File: src/inc/lavsr_pkg.sv
/*
  Package for the limit violation status register block: layout, reset values,
  SPI frame fields and variant constants.
  Assumes a 40 MHz core clock and a 16-bit SPI frame, mode 0.
*/
package lavsr_pkg;
  // Flag layout
  localparam int NUM_CH = 8;
  localparam int FLAG_W = 16;
  localparam int OVER_BIT_OFS = 0;
  localparam int UNDER_BIT_OFS = 1;
  localparam logic [15:0] FLAGS_RST = 16'h0000;
  // Channel limits and comparison
  localparam int LIMIT_W = 9;
  localparam int RESULT_W = 12;
  localparam logic [2:0] LOW_PAD = 3'h0;
  localparam logic [2:0] HIGH_PAD = 3'h7;
  // Command frame fields
  localparam int FRAME_W = 16;
  localparam int ADDR_MSB = 15;
  localparam int ADDR_LSB = 11;
  localparam int WRITE_SEL_BIT = 10;
  localparam logic [4:0] FLAGS_ADDR = 5'h02;
  // Serial clock edge on which the read clear lands
  localparam logic [4:0] CLEAR_EDGE = 5'h02;
  // Variant masks: channels present in the 2-, 4- and 8-channel parts
  localparam logic [15:0] MASK_2CH = 16'h000f;
  localparam logic [15:0] MASK_4CH = 16'h00ff;
  localparam logic [15:0] MASK_8CH = 16'hffff;
  typedef enum logic [1:0] {LAVSR_VAR2, LAVSR_VAR4, LAVSR_VAR8} lavsr_variant_t;
endpackage : lavsr_pkg

File: src/inc/lavsr_link_if.sv
/*
  Interface carrying synchronised SPI link events from the link front end
  to the status register core.
  Assumes both ends run on core_clk.
*/
`timescale 1ns/1ps
`default_nettype none
interface lavsr_link_if;
  logic frameStart;
  logic frameEnd;
  logic sclkRise;
  logic sclkFall;
  logic sdiBit;
  logic csActive;
  modport front (output frameStart, output frameEnd, output sclkRise, output sclkFall,
    output sdiBit, output csActive);
  modport core (input frameStart, input frameEnd, input sclkRise, input sclkFall,
    input sdiBit, input csActive);
endinterface : lavsr_link_if
`default_nettype wire

File: src/rtl/lavsr_link_sync.sv
/*
  SPI pin synchroniser and edge finder.
  Assumes SCLK, CS and SDI come from outside the core_clk domain, SCLK well
  below a quarter of core_clk.
*/
`timescale 1ns/1ps
`default_nettype none
module lavsr_link_sync (
  input wire logic core_clk,
  input wire logic reset_n,
  input wire logic sclkPin,
  input wire logic csPin_n,
  input wire logic sdiPin,
  lavsr_link_if.front link
);
  logic [1:0] sclkSync_q;
  logic [1:0] csSync_q;
  logic [1:0] sdiSync_q;
  logic sclkLast_q;
  logic csLast_q;

  ////////////////////////////////////////////////////////////////////////////////
  // Two-stage synchronisers and history for edge detection
  always_ff @(posedge core_clk or negedge reset_n) begin
    if (!reset_n) begin
      sclkSync_q <= 2'h0;
      csSync_q <= 2'h3;
      sdiSync_q <= 2'h0;
      sclkLast_q <= 1'b0;
      csLast_q <= 1'b1;
    end else begin
      sclkSync_q <= {sclkSync_q[0], sclkPin};
      csSync_q <= {csSync_q[0], csPin_n};
      sdiSync_q <= {sdiSync_q[0], sdiPin};
      sclkLast_q <= sclkSync_q[1];
      csLast_q <= csSync_q[1];
    end
  end

  // Edges seen only while framed; SCLK outside a frame is ignored
  assign link.csActive = !csSync_q[1];
  assign link.frameStart = csLast_q && !csSync_q[1];
  assign link.frameEnd = !csLast_q && csSync_q[1];
  assign link.sclkRise = !csSync_q[1] && !sclkLast_q && sclkSync_q[1];
  assign link.sclkFall = !csSync_q[1] && sclkLast_q && !sclkSync_q[1];
  assign link.sdiBit = sdiSync_q[1];
endmodule : lavsr_link_sync
`default_nettype wire

File: src/rtl/lavsr_status_reg.sv
/*
  Limit violation status register with SPI read-out and read clear.
  Assumes conversion results arrive as a one-cycle strobe on core_clk with a
  channel number; limits come from the configuration store as plain inputs.
*/
// Function
// - Sixteen-bit status register, read only; writes never change it.
// - Two flags per channel: upper-limit and lower-limit violation.
// - Channel n upper flag at bit 2n, lower flag at bit 2n+1.
// - Flag one means violation recorded; zero means none recorded.
// - New violations set further flags; earlier flags kept until read.
// - Reading clears all flags at second serial clock of read-out frame.
// - Conversion completing before read-out sends result instead of flags.
// - Pre-empted read-out leaves every flag unchanged, no clear.
// - Flags of absent channels in smaller variants always read zero.
// - All flags reset to zero.
// - Lower flag set below low limit; upper flag set above high limit.
// - Nine-bit limits padded: low with 000, high with 111.
// - Soft reset bit clears flags and result, leaves configuration.
`timescale 1ns/1ps
`default_nettype none
module lavsr_status_reg (
  input wire logic core_clk,
  input wire logic reset_n,
  input wire logic [1:0] variantSel,
  input wire logic sclkPin,
  input wire logic csPin_n,
  input wire logic sdiPin,
  input wire logic convDone,
  input wire logic [2:0] convChannel,
  input wire logic [11:0] convResult,
  input wire logic [71:0] lowLimits,
  input wire logic [71:0] highLimits,
  input wire logic softResetReq,
  output logic sdoOut,
  output logic sdoOe_n,
  output logic [15:0] flagsView,
  output logic [11:0] resultView,
  output logic multifunction_event_pin
);
  lavsr_link_if link ();

  lavsr_link_sync lavsr_link_sync_inst (
    .core_clk(core_clk),
    .reset_n(reset_n),
    .sclkPin(sclkPin),
    .csPin_n(csPin_n),
    .sdiPin(sdiPin),
    .link(link.front)
  );

  logic [15:0] flags_q;
  logic [15:0] flags_d;
  logic [11:0] result_q;
  logic [15:0] shiftIn_q;
  logic [4:0] bitCnt_q;
  logic readPending_q;
  logic readPending_d;
  logic preempt_q;
  logic preempt_d;
  logic frameIsFlags_q;
  logic [15:0] shiftOut_q;
  logic [15:0] shiftOut_d;
  logic sdo_q;
  logic sdoOe_q;
  logic softRst_q;
  logic [15:0] variantMask;
  logic [15:0] violSet;
  logic clearNow;
  logic cmdDone;
  logic cmdIsFlagRead;
  logic [15:0] cmdWord;
  logic [4:0] cmdAddr;
  logic cmdWriteSel;
  logic [11:0] hiLimit;
  logic [11:0] loLimit;
  logic overLimit;
  logic underLimit;
  logic flagsSelected;
  logic evtPin_q;

  ////////////////////////////////////////////////////////////////////////////////
  // Padded limit values for one channel
  function automatic logic [11:0] padLimit(input logic [71:0] lims, input logic [2:0] ch,
      input logic [2:0] pad);
    padLimit = {lims[ch * lavsr_pkg::LIMIT_W +: lavsr_pkg::LIMIT_W], pad};
  endfunction : padLimit

  // Mask of implemented channels
  assign variantMask = (variantSel == 2'(lavsr_pkg::LAVSR_VAR2)) ? lavsr_pkg::MASK_2CH :
    (variantSel == 2'(lavsr_pkg::LAVSR_VAR4)) ? lavsr_pkg::MASK_4CH :
    lavsr_pkg::MASK_8CH;

  // Padded limits for the channel just converted
  assign hiLimit = padLimit(highLimits, convChannel, lavsr_pkg::HIGH_PAD);
  assign loLimit = padLimit(lowLimits, convChannel, lavsr_pkg::LOW_PAD);
  // Strict compares: a result equal to a limit is no violation
  assign overLimit = convResult > hiLimit;
  assign underLimit = convResult < loLimit;

  // Flag bits raised by the conversion in this cycle
  always_comb begin
    violSet = 16'h0000;
    if (convDone) begin
      violSet[{convChannel, 1'b0} + 4'(lavsr_pkg::OVER_BIT_OFS)] = overLimit;
      violSet[{convChannel, 1'b0} + 4'(lavsr_pkg::UNDER_BIT_OFS)] = underLimit;
    end
  end

  ////////////////////////////////////////////////////////////////////////////////
  // Command decode: a read of the flags register (write-select zero)
  assign cmdDone = link.sclkRise && (bitCnt_q == 5'(lavsr_pkg::FRAME_W - 1));
  // Command word as it stands once its last bit is shifted in
  assign cmdWord = {shiftIn_q[14:0], link.sdiBit};
  assign cmdAddr = cmdWord[lavsr_pkg::ADDR_MSB:lavsr_pkg::ADDR_LSB];
  assign cmdWriteSel = cmdWord[lavsr_pkg::WRITE_SEL_BIT];
  // Writes fall through here, so no command can ever load the flags
  assign cmdIsFlagRead = (cmdAddr == lavsr_pkg::FLAGS_ADDR) && !cmdWriteSel;
  // Clear on the second serial clock of a flag read-out frame, unless pre-empted
  assign clearNow = frameIsFlags_q && link.sclkRise &&
    (bitCnt_q == lavsr_pkg::CLEAR_EDGE - 5'h1);

  // Flag update: set beats clear, sets accumulate
  // Soft reset wins over both, nothing survives it
  always_comb begin
    flags_d = flags_q | violSet;
    if (softRst_q) begin
      flags_d = lavsr_pkg::FLAGS_RST;
    end else if (clearNow) begin
      flags_d = violSet;
    end
    flags_d = flags_d & variantMask;
  end

  // Read pending and pre-emption tracking between command and read-out frame
  always_comb begin
    readPending_d = readPending_q;
    preempt_d = preempt_q;
    if (link.frameStart) begin
      readPending_d = 1'b0;
      preempt_d = 1'b0;
    end else if (cmdDone) begin
      readPending_d = cmdIsFlagRead;
    end else if (convDone && readPending_q) begin
      preempt_d = 1'b1;
    end
  end

  // Read-out frame carries flags only if no conversion came in between
  assign flagsSelected = readPending_q && !preempt_q;

  // Output shifter load: flags, or result when a conversion pre-empted the read
  always_comb begin
    shiftOut_d = shiftOut_q;
    if (link.frameStart) begin
      shiftOut_d = flagsSelected ? (flags_q & variantMask) : {4'h0, result_q};
    end else if (link.sclkFall) begin
      shiftOut_d = {shiftOut_q[14:0], 1'b0};
    end
  end

  ////////////////////////////////////////////////////////////////////////////////
  // Flag and result storage
  always_ff @(posedge core_clk or negedge reset_n) begin
    if (!reset_n) begin
      flags_q <= lavsr_pkg::FLAGS_RST;
      result_q <= 12'h000;
      softRst_q <= 1'b0;
      evtPin_q <= 1'b0;
    end else begin
      flags_q <= flags_d;
      // Pin follows the next flag value, so it moves with flagsView
      evtPin_q <= |flags_d;
      softRst_q <= softResetReq;
      result_q <= softRst_q ? 12'h000 : (convDone ? convResult : result_q);
    end
  end

  // Frame bookkeeping
  // Counter restarts on every CS fall, so a cut frame leaves no stale count
  always_ff @(posedge core_clk or negedge reset_n) begin
    if (!reset_n) begin
      shiftIn_q <= 16'h0000;
      bitCnt_q <= 5'h00;
      readPending_q <= 1'b0;
      preempt_q <= 1'b0;
      frameIsFlags_q <= 1'b0;
    end else begin
      shiftIn_q <= link.sclkRise ? {shiftIn_q[14:0], link.sdiBit} : shiftIn_q;
      bitCnt_q <= link.frameStart ? 5'h00 : (link.sclkRise ? bitCnt_q + 5'h1 : bitCnt_q);
      readPending_q <= readPending_d;
      preempt_q <= preempt_d;
      frameIsFlags_q <= link.frameStart ? flagsSelected :
        (link.frameEnd ? 1'b0 : frameIsFlags_q);
    end
  end

  // Serial output and pin drive; enable low while driving
  // SDO comes from a flop so the pin never glitches inside a bit
  always_ff @(posedge core_clk or negedge reset_n) begin
    if (!reset_n) begin
      shiftOut_q <= 16'h0000;
      sdo_q <= 1'b0;
      sdoOe_q <= 1'b1;
    end else begin
      shiftOut_q <= shiftOut_d;
      sdo_q <= shiftOut_d[15];
      sdoOe_q <= !(link.csActive || link.frameStart);
    end
  end

  assign sdoOut = sdo_q;
  assign sdoOe_n = sdoOe_q;
  assign flagsView = flags_q;
  assign resultView = result_q;
  assign multifunction_event_pin = evtPin_q;
endmodule : lavsr_status_reg
`default_nettype wire

File: config.mk
export PLATFORM = sky130hd
export DESIGN_NAME = lavsr_status_reg
export DESIGN_NICKNAME = d
export VERILOG_FILES = /design/src/inc/lavsr_pkg.sv /design/src/inc/lavsr_link_if.sv /design/src/rtl/lavsr_link_sync.sv /design/src/rtl/lavsr_status_reg.sv
export SDC_FILE = /design/constraint.sdc
export NUM_CORES = 1
export LEC_CHECK = 0
export BUFFER_PORTS_ARGS = -buffer_cell sky130_fd_sc_hd__buf_2
export CAP_MARGIN = 10
export CORE_ASPECT_RATIO = 0.75
export CORE_MARGIN = 1.5
export CORE_UTILIZATION = 49
export DETAILED_ROUTE_END_ITERATION = 16
export HOLD_SLACK_MARGIN = 0.02
export PLACE_DENSITY = 0.82
export SLEW_MARGIN = 5
export SYNTH_ARGS = -nofsm -noshare
export SYNTH_HDL_FRONTEND = slang
export SYNTH_SLANG_ARGS = --single-unit
File: constraint.sdc
create_clock -name core_clk -period 1.9 [get_ports core_clk]
set_clock_uncertainty 0.1 [all_clocks]
set_input_delay 0.19 -clock core_clk [delete_from_list [all_inputs] [get_ports core_clk]]
set_output_delay 0.19 -clock core_clk [all_outputs]
set_load 0.03 [all_outputs]
# [Word-level counts from Yosys, hierarchy flattened]
# Cells that the tools add are included.
[word_totals] regBits=78 out_inout_bits=31
[op_classes] n_addsub=2 n_mul=1 magnitude_cmp=6 eq_ne=5 n_shift=2 n_mux=24 n_bitwise=4 n_reduce_logical=31
[op_table] cell="variable part select 72 x 8 -> 9 bit" count=2
[op_table] cell="two-way mux 16 bit" count=8
[op_table] cell="AND 16 bit" count=2
[op_table] cell="two-way mux 12 bit" count=2
[op_table] cell="AND 16 x 15 -> 16 bit" count=1
[op_table] cell="bitwise mux 16 bit" count=1
[op_table] cell="OR 16 bit" count=1
[op_table] cell="OR reduction 16 bit" count=1
[op_table] cell="logical AND 1 bit" count=14
[op_table] cell="greater-than comparator 12 bit" count=1
[op_table] cell="< comparator 12 bit" count=1
[op_table] cell="nonzero test 2 bit" count=6
[op_table] cell="< comparator 4 x 5 -> 1 bit (second input constant)" count=2
[op_table] cell="two-way mux 5 bit" count=2
[op_table] cell="two-way mux 1 bit" count=9
[op_table] cell=">= comparator 4 x 1 -> 1 bit (second input constant)" count=2
[op_table] cell="logical NOT 1 bit" count=7
[op_table] cell="multiplier 3 x 4 -> 7 bit (second input constant)" count=1
[op_table] cell="adder 5 x 1 -> 5 bit (second input constant)" count=1
[op_table] cell="equality test 5 x 1 -> 1 bit (second input constant)" count=1
[op_table] cell="equality test 5 x 2 -> 1 bit (second input constant)" count=1
[op_table] cell="equality test 5 x 4 -> 1 bit (second input constant)" count=1
[op_table] cell="adder 4 x 1 -> 4 bit (second input constant)" count=1
[op_table] cell="demux 1 bit (select 4 bit)" count=1
[op_table] cell="other kinds (6)" count=6

# [Logic depth before layout (Yosys ltp)]
# Gate-level depths: netlist (run 1).
[depth] word_depth=12 mapped_depth=13

# [Cells and area by module]
# A second synthesis (run 1) with hierarchy kept.
[hier_totals] cells_unflattened=481 area_unflattened_um2=4633.2
[modules_own_cells] mod="lavsr_status_reg" instances=1 cells_per_inst=468 area_each_um2=4396.7
[modules_own_cells] mod="lavsr_link_sync" instances=1 cells_per_inst=13 area_each_um2=236.5

# [Least setup slack after synthesis (run 1)]
# No wires, ideal clock.
[synth_timing] path_type="input port to flip-flop" from="input convChannel[1]" to="register evtPin_q (netlist: multifunction_event_pin)" setup_ps=132 arrival_ps=2667 required_time_ps=1668 setup_slack_ps=-999 path_stages=13 path_buffers=2 path_cell_list="buf_6 > nand2b_1 > nor2_2 > buf_2 > a22oi_1 > and3_1 > ha_1 > and4_1 > and3_1 > a2111oi_4 > o22ai_1 > a22oi_2 > nand4_1"
[synth_via] elab_chain_len=12 elab_cells_between_ends=24 classes_between="1 x add/sub; 1 x mul; 6 x order compare; 2 x shift; 8 x mux; 3 x bitwise; 3 x reduce/logical"
[synth_lines] item="from (decl)" line="lavsr_status_reg.sv:30" text="input wire logic [2:0] convChannel,"
[synth_lines] item="branches (longest 5 deep; another with greater-than comparator 12 bit)"
[synth_lines] item="bitwise mux 16 bit *" line="lavsr_status_reg.sv:106" text="violSet[{convChannel, 1'b0} + 4'(lavsr_pkg::UNDER_BIT_OFS)] = underLimit;"
[synth_lines] item="two-way mux 16 bit *" line="lavsr_status_reg.sv:104" text="if (convDone) begin"
[synth_lines] item="OR 16 bit" line="lavsr_status_reg.sv:126" text="flags_d = flags_q | violSet;"
[synth_lines] item="two-way mux 16 bit *" line="lavsr_status_reg.sv:129" text="end else if (clearNow) begin"
[synth_lines] item="two-way mux 16 bit *" line="lavsr_status_reg.sv:127" text="if (softRst_q) begin"
[synth_lines] item="AND 16 bit *" line="lavsr_status_reg.sv:132" text="flags_d = flags_d & variantMask;"
[synth_lines] item="OR reduction 16 bit *" line="lavsr_status_reg.sv:173" text="evtPin_q <= |flags_d;"
[synth_lines] item="to (signal assigned)" line="lavsr_status_reg.sv:173"
[synth_lines] item="to (decl)" line="lavsr_status_reg.sv:80" text="logic evtPin_q;"
# Mark *: on every way between the ends.
# A chain may end at the register's enable or synchronous reset.

# [Worst setup path in the final report (run 1)]
[layout_timing] from="input convChannel[2]" to="register evtPin_q (netlist: multifunction_event_pin)"
# The elaborated chain is that of the path after synthesis.

==> results of run 1 <==
## area by class of cell
class	instances	area, sq um	share of cell area (%)
clock inverter	3	90.1	1.22
clock buffer	13	270	3.65
antenna	1	2.50	0.0338
timing repair buffer	283	1900	25.7
multi-input combinational	350	2970	40.1
sequential	78	1960	26.4
tap	128	160	2.16
inverter	12	52.6	0.710
## metal layers
layer	track usage, %	part of all wire [%]
met2	54.8	44
met1	50.5	35
met4	16.0	6.8
met3	11.8	14
met5	0	0
## state kept, by name (all words and copies together), names as in the netlist, 2 cells and up
name,cells
flagsView,16
shiftIn_q,15
shiftOut_q,15
resultView,12
bitCnt_q,5
lavsr_link_sync_inst.csSync_q,2
lavsr_link_sync_inst.sclkSync_q,2
lavsr_link_sync_inst.sdiSync_q,2
## report_power, final
group	internal, mW	switching, mW
logic	0.726	0.780
registers	1.84	0.126
clock network	1.39	0.669
total	3.96	1.58
## per-stage QoR
step	setup slack (ns)	power, mW	utilization, %	instances	hold slack [ns]
after floorplan	-0.780	2.58	-	468	-0.206
after global placement	-1.15	3.06	69.2	826	0.150
after detailed placement	-1.31	3.12	69.2	826	0.155
after CTS	-0.697	5.29	77.5	859	0.133
after global routing	-1.03	5.69	80.8	867	0.168
final	-0.965	5.53	80.8	868	0.159
## worst paths after layout
check	end	slack [ns]	cells after the start
worst max-delay path	multifunction_event_pin$_DFF_PN0_	-0.96	16
worst min-delay path	shiftOut_q[8]$_DFFE_PN0P_	0.16	3
worst max register to register	multifunction_event_pin$_DFF_PN0_	-0.28	8
worst min register to register	lavsr_link_sync_inst.sclkSync_q[1]$_DFF_PN0_	0.24	0
max in group asynchronous	sdoOe_n$_DFF_PN1_	1.02	3
min in group asynchronous	shiftOut_q[13]$_DFFE_PN0P_	0.33	3
## cell families (layout without fill, tap and decap cells)
| logic type | Yosys count | count (layout) | synth area share (%) |
|---|---|---|---|
| and+or+nand+nor | 146 | 147 | 17.3 |
| AOI/OAI and AO/OA | 149 | 149 | 23.6 |
| adders and majority gates | 21 | 21 | 5.60 |
| other | 0 | 1 | 0 |
| xor gates and xnor gates | 3 | 3 | 0.560 |
| buffers and inverters | 41 | 311 | 4.05 |
| muxes | 30 | 30 | 7.12 |
| DFF | 78 | 78 | 41.7 |
## placed cells by master, fill, tap and decap left out, drive strengths merged, types with 2 or more instances in the layout
master / netlist / final
buf: 18 / 275
dfrtp: 74 / 74
a22oi: 73 / 73
nor2: 53 / 54
nand2: 25 / 25
ha: 21 / 21
mux2: 17 / 17
a21oi: 17 / 17
a211oi: 16 / 16
clkbuf: 11 / 13
and4: 13 / 13
mux2i: 12 / 12
nor2b: 12 / 12
inv: 12 / 12
and3: 10 / 10
a31oi: 9 / 9
nand3: 9 / 9
dlygate4sd3: 0 / 8
o21ai: 8 / 8
a22o: 7 / 7
a221oi: 7 / 7
nor3: 7 / 7
nor3b: 5 / 5
dfstp: 4 / 4
nand4: 3 / 3
bufinv: 0 / 3
nand2b: 3 / 3
nor4: 2 / 2
xor2: 2 / 2
o22ai: 2 / 2
o41ai: 2 / 2
## repair_timing
action                                  4_1_cts  5_1_grt
endpoints found under the hold margin        81        0
endpoints found under the setup margin       17       17
pin swaps                                    31       30
setup buffers                                 6        9
gates resized for setup                      40       42
gates cloned                                  3        0
hold buffers                                  8        0
## critical path: cells and delay by family
family	cells	cell delay [ns]
and+or+nand+nor	6	0.98
buffers and inverters	6	0.84
AOI/OAI and AO/OA	3	0.59
adders and majority gates	1	0.30
==> impl_metrics.json, run 1 <==
{
  "finalCritPeriodShare_pct": 151,
  "finalCriticalPeriod_ns": 2.86,
  "vias": 5791,
  "drtIter0Drc": 909,
  "cpPeakStageDelay_ns": 0.31,
  "root_buffer": "clkbuf_16",
  "synth_most_common_cell": "dfrtp_1",
  "synth_area_leaders": "dfrtp_1 (39%), a22oi_1 (12%), ha_1 (5.6%)",
  "ir_drop_uv": 562,
  "wire_per_inst_microns": 24.7,
  "start_util_pct": 51.2,
  "syn_to_final_growth_pct": 57.7,
  "grt_pass1_vias": 5264,
  "htreeDepth": 3,
  "yosysTopAreaCell": "dfrtp_1",
  "pin_count": 199,
  "hpwlAfterDp_microns": 13400,
  "drive_gt1_share_pct": 52.0,
  "ys_ff_latch": 78,
  "cp-end-kind": "flip-flop",
  "postRouteAntennaNets": 0,
  "synth_common_cells": "dfrtp_1 (74), a22oi_1 (72), nor2_1 (48), nand2_1 (25), ha_1 (21)",
  "maxCapViolations": 0,
  "required_ns": 1.95,
  "overflow": 0,
  "status": "finished, violations left",
  "setup_viol": 17,
  "synth_cell_types": 54,
  "p_leak_nw": 3.47,
  "die_w_microns": 116,
  "rsz0062_at_grt": "true",
  "critPathLaunchType": "input port",
  "synth_flop_cell": "dfrtp_1",
  "core_sq_um": 9160,
  "worstMarginPinSlew_ns": 0.535,
  "gp_congestion": 0.975,
  "cp_slowest_cell": "a2111oi_4",
  "wirelength_microns": 21400,
  "drtPass1Iterations": 7,
  "max_clock_freq_mhz": 349,
  "syn-instance-count": 468,
  "clock_path_buffers": 2,
  "nets": 923,
  "grt_max_degree": 79,
  "syn-mean-instance-area_sq_um": 10.0,
  "fillers": 515,
  "cellPowerDensity_nw_per_um2": 748,
  "synth_top_area_share_pct": 39.5,
  "crit_path_max_fanout": 9,
  "worstSetupPathType": "input port to flip-flop",
  "cts_buffers": 9,
  "yosysWarnings": 0,
  "cts_tree": "built",
  "synth-edff-count": 0,
  "routed_via_density": 6.67,
  "grt_pass1_wl_microns": 28000,
  "drc": 0,
  "crit_top_cell": "buf_12",
  "setup_tns_ns": -12.80,
  "path_clk_slew_ns": 0.06,
  "syn_nets": 657,
  "final_area_sq_um": 7400,
  "post_dp_cell_area_sq_um": 6340,
  "crit_start": "convChannel[2]",
  "yosysSeqAreaShare_pct": 41.7,
  "max_slew_margin_pct": 63.8,
  "grtUsageTotal_pct": 37.1,
  "holdCritPathClass": "input port to flip-flop",
  "antenna_found_initial": 0,
  "report.final.slew_viol_count": 0,
  "dieArea_sq_um": 10200,
  "critPathArrivalTime_ns": 2.92,
  "io_buffers": 198,
  "min_from": "variantSel[1]",
  "regToRegStartpoint": "bitCnt_q[1]$_DFFE_PN0P_",
  "insertion_delay_ns": 0.34,
  "num_rows": 30,
  "path_cells": "buf_12 > buf_12 > buf_4 > nor2_4 > buf_12 > buf_12 > a22oi_1 > and4_1 > ha_1 > and4_4 > and3_4 > a2111oi_4 > buf_6 > nor3_2 > o21bai_1 > nand4_1",
  "cts_sinks": 78,
  "violations": "negative setup slack",
  "synth_area_sq_um": 4690,
  "setup_slack_ns": -0.965,
  "fp.dieH_microns": 87.7,
  "hold_viol_final": 0,
  "synth-async-reset-ratio_pct": 100
}
Note: power is estimated with default switching activity, not from simulation.
==> run 2: changes to the inputs <==
--- a/config.mk
+++ b/config.mk
@@ -5,6 +5,7 @@
 export SDC_FILE = /design/constraint.sdc
 export NUM_CORES = 1
 export LEC_CHECK = 0
+export ABC_AREA = 1
 export BUFFER_PORTS_ARGS = -buffer_cell sky130_fd_sc_hd__buf_2
 export CAP_MARGIN = 10
 export CORE_ASPECT_RATIO = 0.75
@@ -12,7 +13,7 @@
 export CORE_UTILIZATION = 49
 export DETAILED_ROUTE_END_ITERATION = 16
 export HOLD_SLACK_MARGIN = 0.02
-export PLACE_DENSITY = 0.82
+export PLACE_DENSITY = 0.81
 export SLEW_MARGIN = 5
 export SYNTH_ARGS = -nofsm -noshare
 export SYNTH_HDL_FRONTEND = slang
==> impl_metrics.json, run 2 <==
{
  "status": "finished, violations left",
  "violations": "negative setup slack",
  "core_sq_um": 9700,
  "grtUsageMet3_pct": 7.58,
  "maxCapViolations": 0,
  "cts_tree": "built",
  "setup_slack_ns": -0.628,
  "max_slew_margin_pct": 63.5,
  "synth-async-reset-ratio_pct": 100,
  "grtUsageTotal_pct": 37.3,
  "grt_pass1_vias": 5878,
  "start_util_pct": 50.5,
  "holdCritPathClass": "input port to flip-flop",
  "synth_area_leaders": "dfrtp_1 (38%), nand2_1 (13%), inv_1 (6.2%)",
  "num_rows": 31,
  "synth_common_cells": "nand2_1 (167), inv_1 (81), dfrtp_1 (74), o21ai_0 (40), nand3_1 (39)",
  "final_common_cell": "buf_2",
  "postRouteAntennaNets": 0,
  "drtIter0Drc": 569,
  "die_w_microns": 118,
  "syn_to_final_growth_pct": 55.1,
  "worst-path-stages": 23,
  "overflow": 0,
  "grt_pass1_wl_microns": 30300,
  "critPathLaunchType": "input port",
  "p_leak_nw": 3.95,
  "hold_depth": 3,
  "report.final.slew_viol_count": 0,
  "worstMarginPinSlew_ns": 0.542,
  "ir_drop_uv": 678,
  "yosysWarnings": 0,
  "htreeDepth": 3,
  "root_buffer": "clkbuf_16",
  "pin_count": 199,
  "use_met1_pct": 48.2,
  "ys_ff_latch": 78,
  "fp.dieH_microns": 89.6,
  "path_clk_slew_ns": 0.06,
  "cp_num_buf_inv": 6,
  "fillers": 680,
  "drtPass1Iterations": 6,
  "cp_slowest_cell": "ha_4",
  "worstSetupPathType": "input port to flip-flop",
  "setup_tns_ns": -6.86,
  "routed_via_density": 5.73,
  "finalCritPeriodShare_pct": 133,
  "cts_buffers": 9,
  "reg2reg_depth": 12,
  "crit_path_max_fanout": 8,
  "grt_max_degree": 79,
  "syn-instance-count": 639,
  "hpwlAfterDp_microns": 14900,
  "synth_most_common_cell": "nand2_1",
  "final_core_util_pct": 78.4,
  "antenna_found_initial": 2,
  "cts_sinks": 78,
  "grt.met2_usage_pct": 65.2,
  "insertion_delay_ns": 0.33,
  "finalCriticalPeriod_ns": 2.53,
  "path_delay_family": "simple AND/OR/NAND/NOR gates",
  "syn_nets": 828,
  "path_cells": "buf_6 > inv_4 > nor2_4 > nand2_2 > clkinv_4 > buf_4 > a22o_1 > a221oi_2 > nand3_1 > inv_2 > ha_4 > nand2_2 > inv_1 > nand2_1 > nand2_2 > nand2_2 > nand3_4 > nand3_2 > nand2_2 > o21ai_2 > nand2_1 > nor2_1 > nand3_1",
  "io_buffers": 198,
  "drive_gt1_share_pct": 45.7,
  "hold_viol_final": 0,
  "mostFrequentLayoutCells": "buf_2 (195), nand2_1 (149), dfrtp_1 (74)",
  "drc": 0,
  "synth_area_sq_um": 4900,
  "synth_top_area_share_pct": 37.8,
  "dieArea_sq_um": 10600,
  "wirelength_microns": 19900,
  "yosysSeqAreaShare_pct": 39.9,
  "vias": 6049,
  "nets": 1105,
  "crit_top_cell": "nand2_2",
  "rsz0062_at_grt": "true",
  "synth-edff-count": 0,
  "cp-end-kind": "flip-flop",
  "yosysTopAreaCell": "dfrtp_1",
  "synth_cell_types": 37,
  "cpPeakStageDelay_ns": 0.20,
  "required_ns": 2.02,
  "wire_per_inst_microns": 18.9,
  "largest_register_ffs": 16,
  "grt.busiest_layer": "met2",
  "syn-mean-instance-area_sq_um": 7.67,
  "gp_congestion": 0.980,
  "max_clock_freq_mhz": 396,
  "critPathArrivalTime_ns": 2.65,
  "cellPowerDensity_nw_per_um2": 679,
  "setup_viol": 17,
  "synth_flop_cell": "dfrtp_1",
  "clock_path_buffers": 2
}
run 2: repair_timing:
action	in CTS	in global routing
endpoints found under the hold margin	78	0
pin swaps	33	35
hold buffers	5	0
endpoints found under the setup margin	17	22
setup buffers	17	5
gates cloned	1	0
resized for setup	80	39
run 2: layout make-up:
cell class              instances  area (sq um)  share of cell area, %
clock inverters                 5          78.8                   1.04
multi-input cells             445          2950                   38.7
clock buffers                  11           253                   3.32
repair buffers                287          1800                   23.6
well taps                     132           165                   2.17
inverters                      94           395                   5.20
flip-flops and latches         78          1960                   25.7
repair inverters                1          7.51                 0.0987
diodes                          2          5.00                 0.0658
run 2: logic make-up (layout without fill, tap and decap cells):
kind of cell / Yosys count / in the layout / share of synthesized area [%]
DFF: 78 / 78 / 39.9
adders and majority gates: 21 / 21 / 5.36
AOI/OAI and AO/OA: 143 / 143 / 19.7
buffers and inverters: 116 / 398 / 9.78
other: 0 / 2 / 0
and+or+nand+nor: 281 / 281 / 25.2
run 2: final timing paths:
kind                                                              from                                     endpoint  slack (ns)
max                                                     convChannel[1]            multifunction_event_pin$_DFF_PN0_       -0.63
max reg2reg                                    bitCnt_q[1]$_DFFE_PN0P_            multifunction_event_pin$_DFF_PN0_       -0.17
min reg2reg                lavsr_link_sync_inst.sdiSync_q[0]$_DFF_PN0_  lavsr_link_sync_inst.sdiSync_q[1]$_DFF_PN0_        0.25
min                                                      convResult[4]                    resultView[4]$_DFFE_PN0P_        0.05
min in group asynchronous                                      reset_n                     shiftIn_q[5]$_DFFE_PN0P_        0.31
max in group asynchronous                                      reset_n   lavsr_link_sync_inst.csSync_q[0]$_DFF_PN1_        1.03
run 2: per-stage QoR:
step	total power, mW	area (sq um)	cells	setup slack (ns)	hold slack, ns
finish	5.17	7600	1055	-0.628	0.0522
floorplan	2.49	4990	639	-0.451	-0.206
global placement	2.97	6540	1009	-1.10	0.149
detailed placement	3.02	6540	1009	-1.26	0.155
global route	5.36	7600	1055	-0.767	0.0782
CTS	5.07	7380	1048	-0.549	0.0444
run 2: worst reg2reg max path: cells and delay by family (launching register included):
| kind | cells | cell delay (ns) |
|---|---|---|
| and+or+nand+nor | 8 | 0.82 |
| adders and majority gates | 1 | 0.19 |
| buffers and inverters | 2 | 0.27 |
| DFF | 1 | 0.40 |
| AOI/OAI and AO/OA | 1 | 0.17 |
run 2: metal layers:
layer | up-vias | wire length (microns)
met5 | - | 0
met4 | 0 | 568
met3 | 60 | 2090
met2 | 376 | 9470
met1 | 2881 | 7800
li1 | 2732 | -
run 2: where the power goes:
part	switching, mW	leakage (nW)	internal, mW
sequential	0.0918	1.02	1.81
clock	0.670	0.166	1.22
combinational	0.778	2.76	0.597
==> run 3: changes to the inputs <==
--- a/config.mk
+++ b/config.mk
@@ -5,15 +5,15 @@
 export SDC_FILE = /design/constraint.sdc
 export NUM_CORES = 1
 export LEC_CHECK = 0
-export ABC_AREA = 1
-export BUFFER_PORTS_ARGS = -buffer_cell sky130_fd_sc_hd__buf_2
+export ABC_AREA = 0
+export BUFFER_PORTS_ARGS = -buffer_cell sky130_fd_sc_hd__buf_4
 export CAP_MARGIN = 10
 export CORE_ASPECT_RATIO = 0.75
 export CORE_MARGIN = 1.5
 export CORE_UTILIZATION = 49
 export DETAILED_ROUTE_END_ITERATION = 16
 export HOLD_SLACK_MARGIN = 0.02
-export PLACE_DENSITY = 0.81
+export PLACE_DENSITY = 0.82
 export SLEW_MARGIN = 5
 export SYNTH_ARGS = -nofsm -noshare
 export SYNTH_HDL_FRONTEND = slang
==> impl_metrics.json, run 3 (same netlist as run 1, synthesis figures left out) <==
{
  "status": "finished, violations left",
  "violations": "negative setup slack",
  "die_w_microns": 116,
  "critPathLaunchType": "input port",
  "cts_tree": "built",
  "antenna_found_initial": 0,
  "cp-end-kind": "flip-flop",
  "overflow": 0,
  "htreeDepth": 3,
  "wire_per_inst_microns": 27.1,
  "cp_slowest_cell": "a2111o_1",
  "hpwlAfterDp_microns": 14300,
  "grt_pass1_wl_microns": 30700,
  "drc": 0,
  "critPathArrivalTime_ns": 3.14,
  "postRouteAntennaNets": 0,
  "setup_slack_ns": -1.10,
  "placedCellCount": 833,
  "path_cells": "buf_12 > clkinv_8 > nor3b_4 > buf_4 > buf_4 > a22oi_1 > and4_1 > ha_1 > a21oi_1 > nor2_1 > a2111o_1 > nor2_4 > buf_12 > a22oi_1 > nor2_1",
  "pin_count": 199,
  "dr_wl_met3_microns": 3190,
  "clock_path_buffers": 2,
  "syn_to_final_growth_pct": 67.1,
  "max_slew_margin_pct": 48.4,
  "path_delay_family": "simple AND/OR/NAND/NOR gates",
  "cp_num_buf_inv": 5,
  "wirelength_microns": 23900,
  "top_layer": "met5",
  "crit_path_max_fanout": 7,
  "start_util_pct": 51.2,
  "root_buffer": "clkbuf_16",
  "hold_viol_final": 0,
  "final_cells": 881,
  "routed_via_density": 6.93,
  "required_ns": 2.04,
  "cellPowerDensity_nw_per_um2": 699,
  "worstSetupPathType": "input port to flip-flop",
  "p_leak_nw": 3.66,
  "antenna_cells": 0,
  "met2_length_microns": 10400,
  "setup_viol": 18,
  "mostFrequentLayoutCells": "buf_4 (267), dfrtp_1 (74), a22oi_1 (61)",
  "drtPass1Iterations": 7,
  "cts_buffers": 9,
  "maxCapViolations": 0,
  "post-place-ws_ns": -1.12,
  "path_clk_slew_ns": 0.06,
  "nets": 938,
  "report.final.slew_viol_count": 0,
  "grtUsageTotal_pct": 40.7,
  "cts_sinks": 78,
  "io_buffers": 198,
  "finalCritPeriodShare_pct": 158,
  "grt_max_degree": 46,
  "dieArea_sq_um": 10200,
  "core_sq_um": 9160,
  "max_clock_freq_mhz": 333,
  "ir_drop_uv": 735,
  "drtIter0Drc": 1014,
  "final_common_cell": "buf_4",
  "fin_hold_ws_ns": 0.0289,
  "fillers": 432,
  "worstMarginPinSlew_ns": 0.766,
  "largest_register_ffs": 16,
  "holdCritPathClass": "input port to flip-flop",
  "vias": 6104,
  "wl_met1_microns": 8170,
  "num_rows": 30,
  "cpPeakStageDelay_ns": 0.48,
  "fp.dieH_microns": 87.7,
  "gp_congestion": 0.952,
  "setup_tns_ns": -15.34,
  "drive_gt1_share_pct": 52.1,
  "insertion_delay_ns": 0.35,
  "rsz0062_at_grt": "true",
  "grt_pass1_vias": 5753,
  "finalCriticalPeriod_ns": 3.00
}
-- run 3: what timing repair did --
action	4_1_cts	5_1_grt
hold buffers	6	0
gates resized for setup	43	34
endpoints found under the hold margin	45	0
gates cloned	1	0
pin swaps	22	28
endpoints found under the setup margin	17	17
setup buffers	20	14
-- run 3: area by class of cell --
class	instances	area (sq um)	area share (%)
clock buffers	11	253	3.23
clock inverters	4	70.1	0.894
inverters	12	57.6	0.734
multi-input cells	349	2880	36.7
flip-flops and latches	78	1960	25.0
well taps	128	160	2.04
repair buffers	299	2460	31.4
-- run 3: final timing paths --
path                                                              from                                     endpoint  slack [ns]  cells after the start
min reg2reg                lavsr_link_sync_inst.sdiSync_q[0]$_DFF_PN0_  lavsr_link_sync_inst.sdiSync_q[1]$_DFF_PN0_        0.25                      0
max                                                     convChannel[2]                      flagsView[15]$_DFF_PN0_       -1.10                     15
min in group asynchronous                                      reset_n                      bitCnt_q[1]$_DFFE_PN0P_        0.29                      2
min                                                      convResult[2]                    resultView[2]$_DFFE_PN0P_        0.03                      3
max reg2reg                                    bitCnt_q[1]$_DFFE_PN0P_            multifunction_event_pin$_DFF_PN0_       -0.33                      9
max in group asynchronous                                      reset_n                    shiftOut_q[3]$_DFFE_PN0P_        0.79                      3
-- run 3: report_power, final --
part / switching, mW / leakage [nW] / total, mW / internal [mW]
Clock: 0.690 / 0.161 / 1.90 / 1.21
Combinational: 0.786 / 2.49 / 1.61 / 0.822
Sequential: 0.128 / 1.01 / 1.97 / 1.84
-- run 3: worst register-to-register path: stages, from the launching register on --
cell and delay (ns):
dfrtp_1 0.41, inv_1 0.10, ha_1 0.22, nor4bb_1 0.42, nand3_1 0.14, buf_4 0.24, nand3_1 0.15, o41ai_4 0.10
nor2_2 0.14, nand4_1 0.09
-- run 3: metrics by stage --
step	cell area [sq um]	total power, mW	util, %
2_1_floorplan	4800	2.58	-
3_3_place_gp	6850	3.17	74.8
3_5_place_dp	6850	3.24	74.8
4_1_cts	7580	5.21	82.8
5_1_grt	7840	5.63	85.6
6_report	7840	5.48	85.6
-- run 3: routing by layer --
metal  vias up  global-route usage [%]
met4         2                    14.6
met3       231                    11.8
met1      2842                    53.6
li1       2364                       -
met5         -                       0
met2       665                    64.5
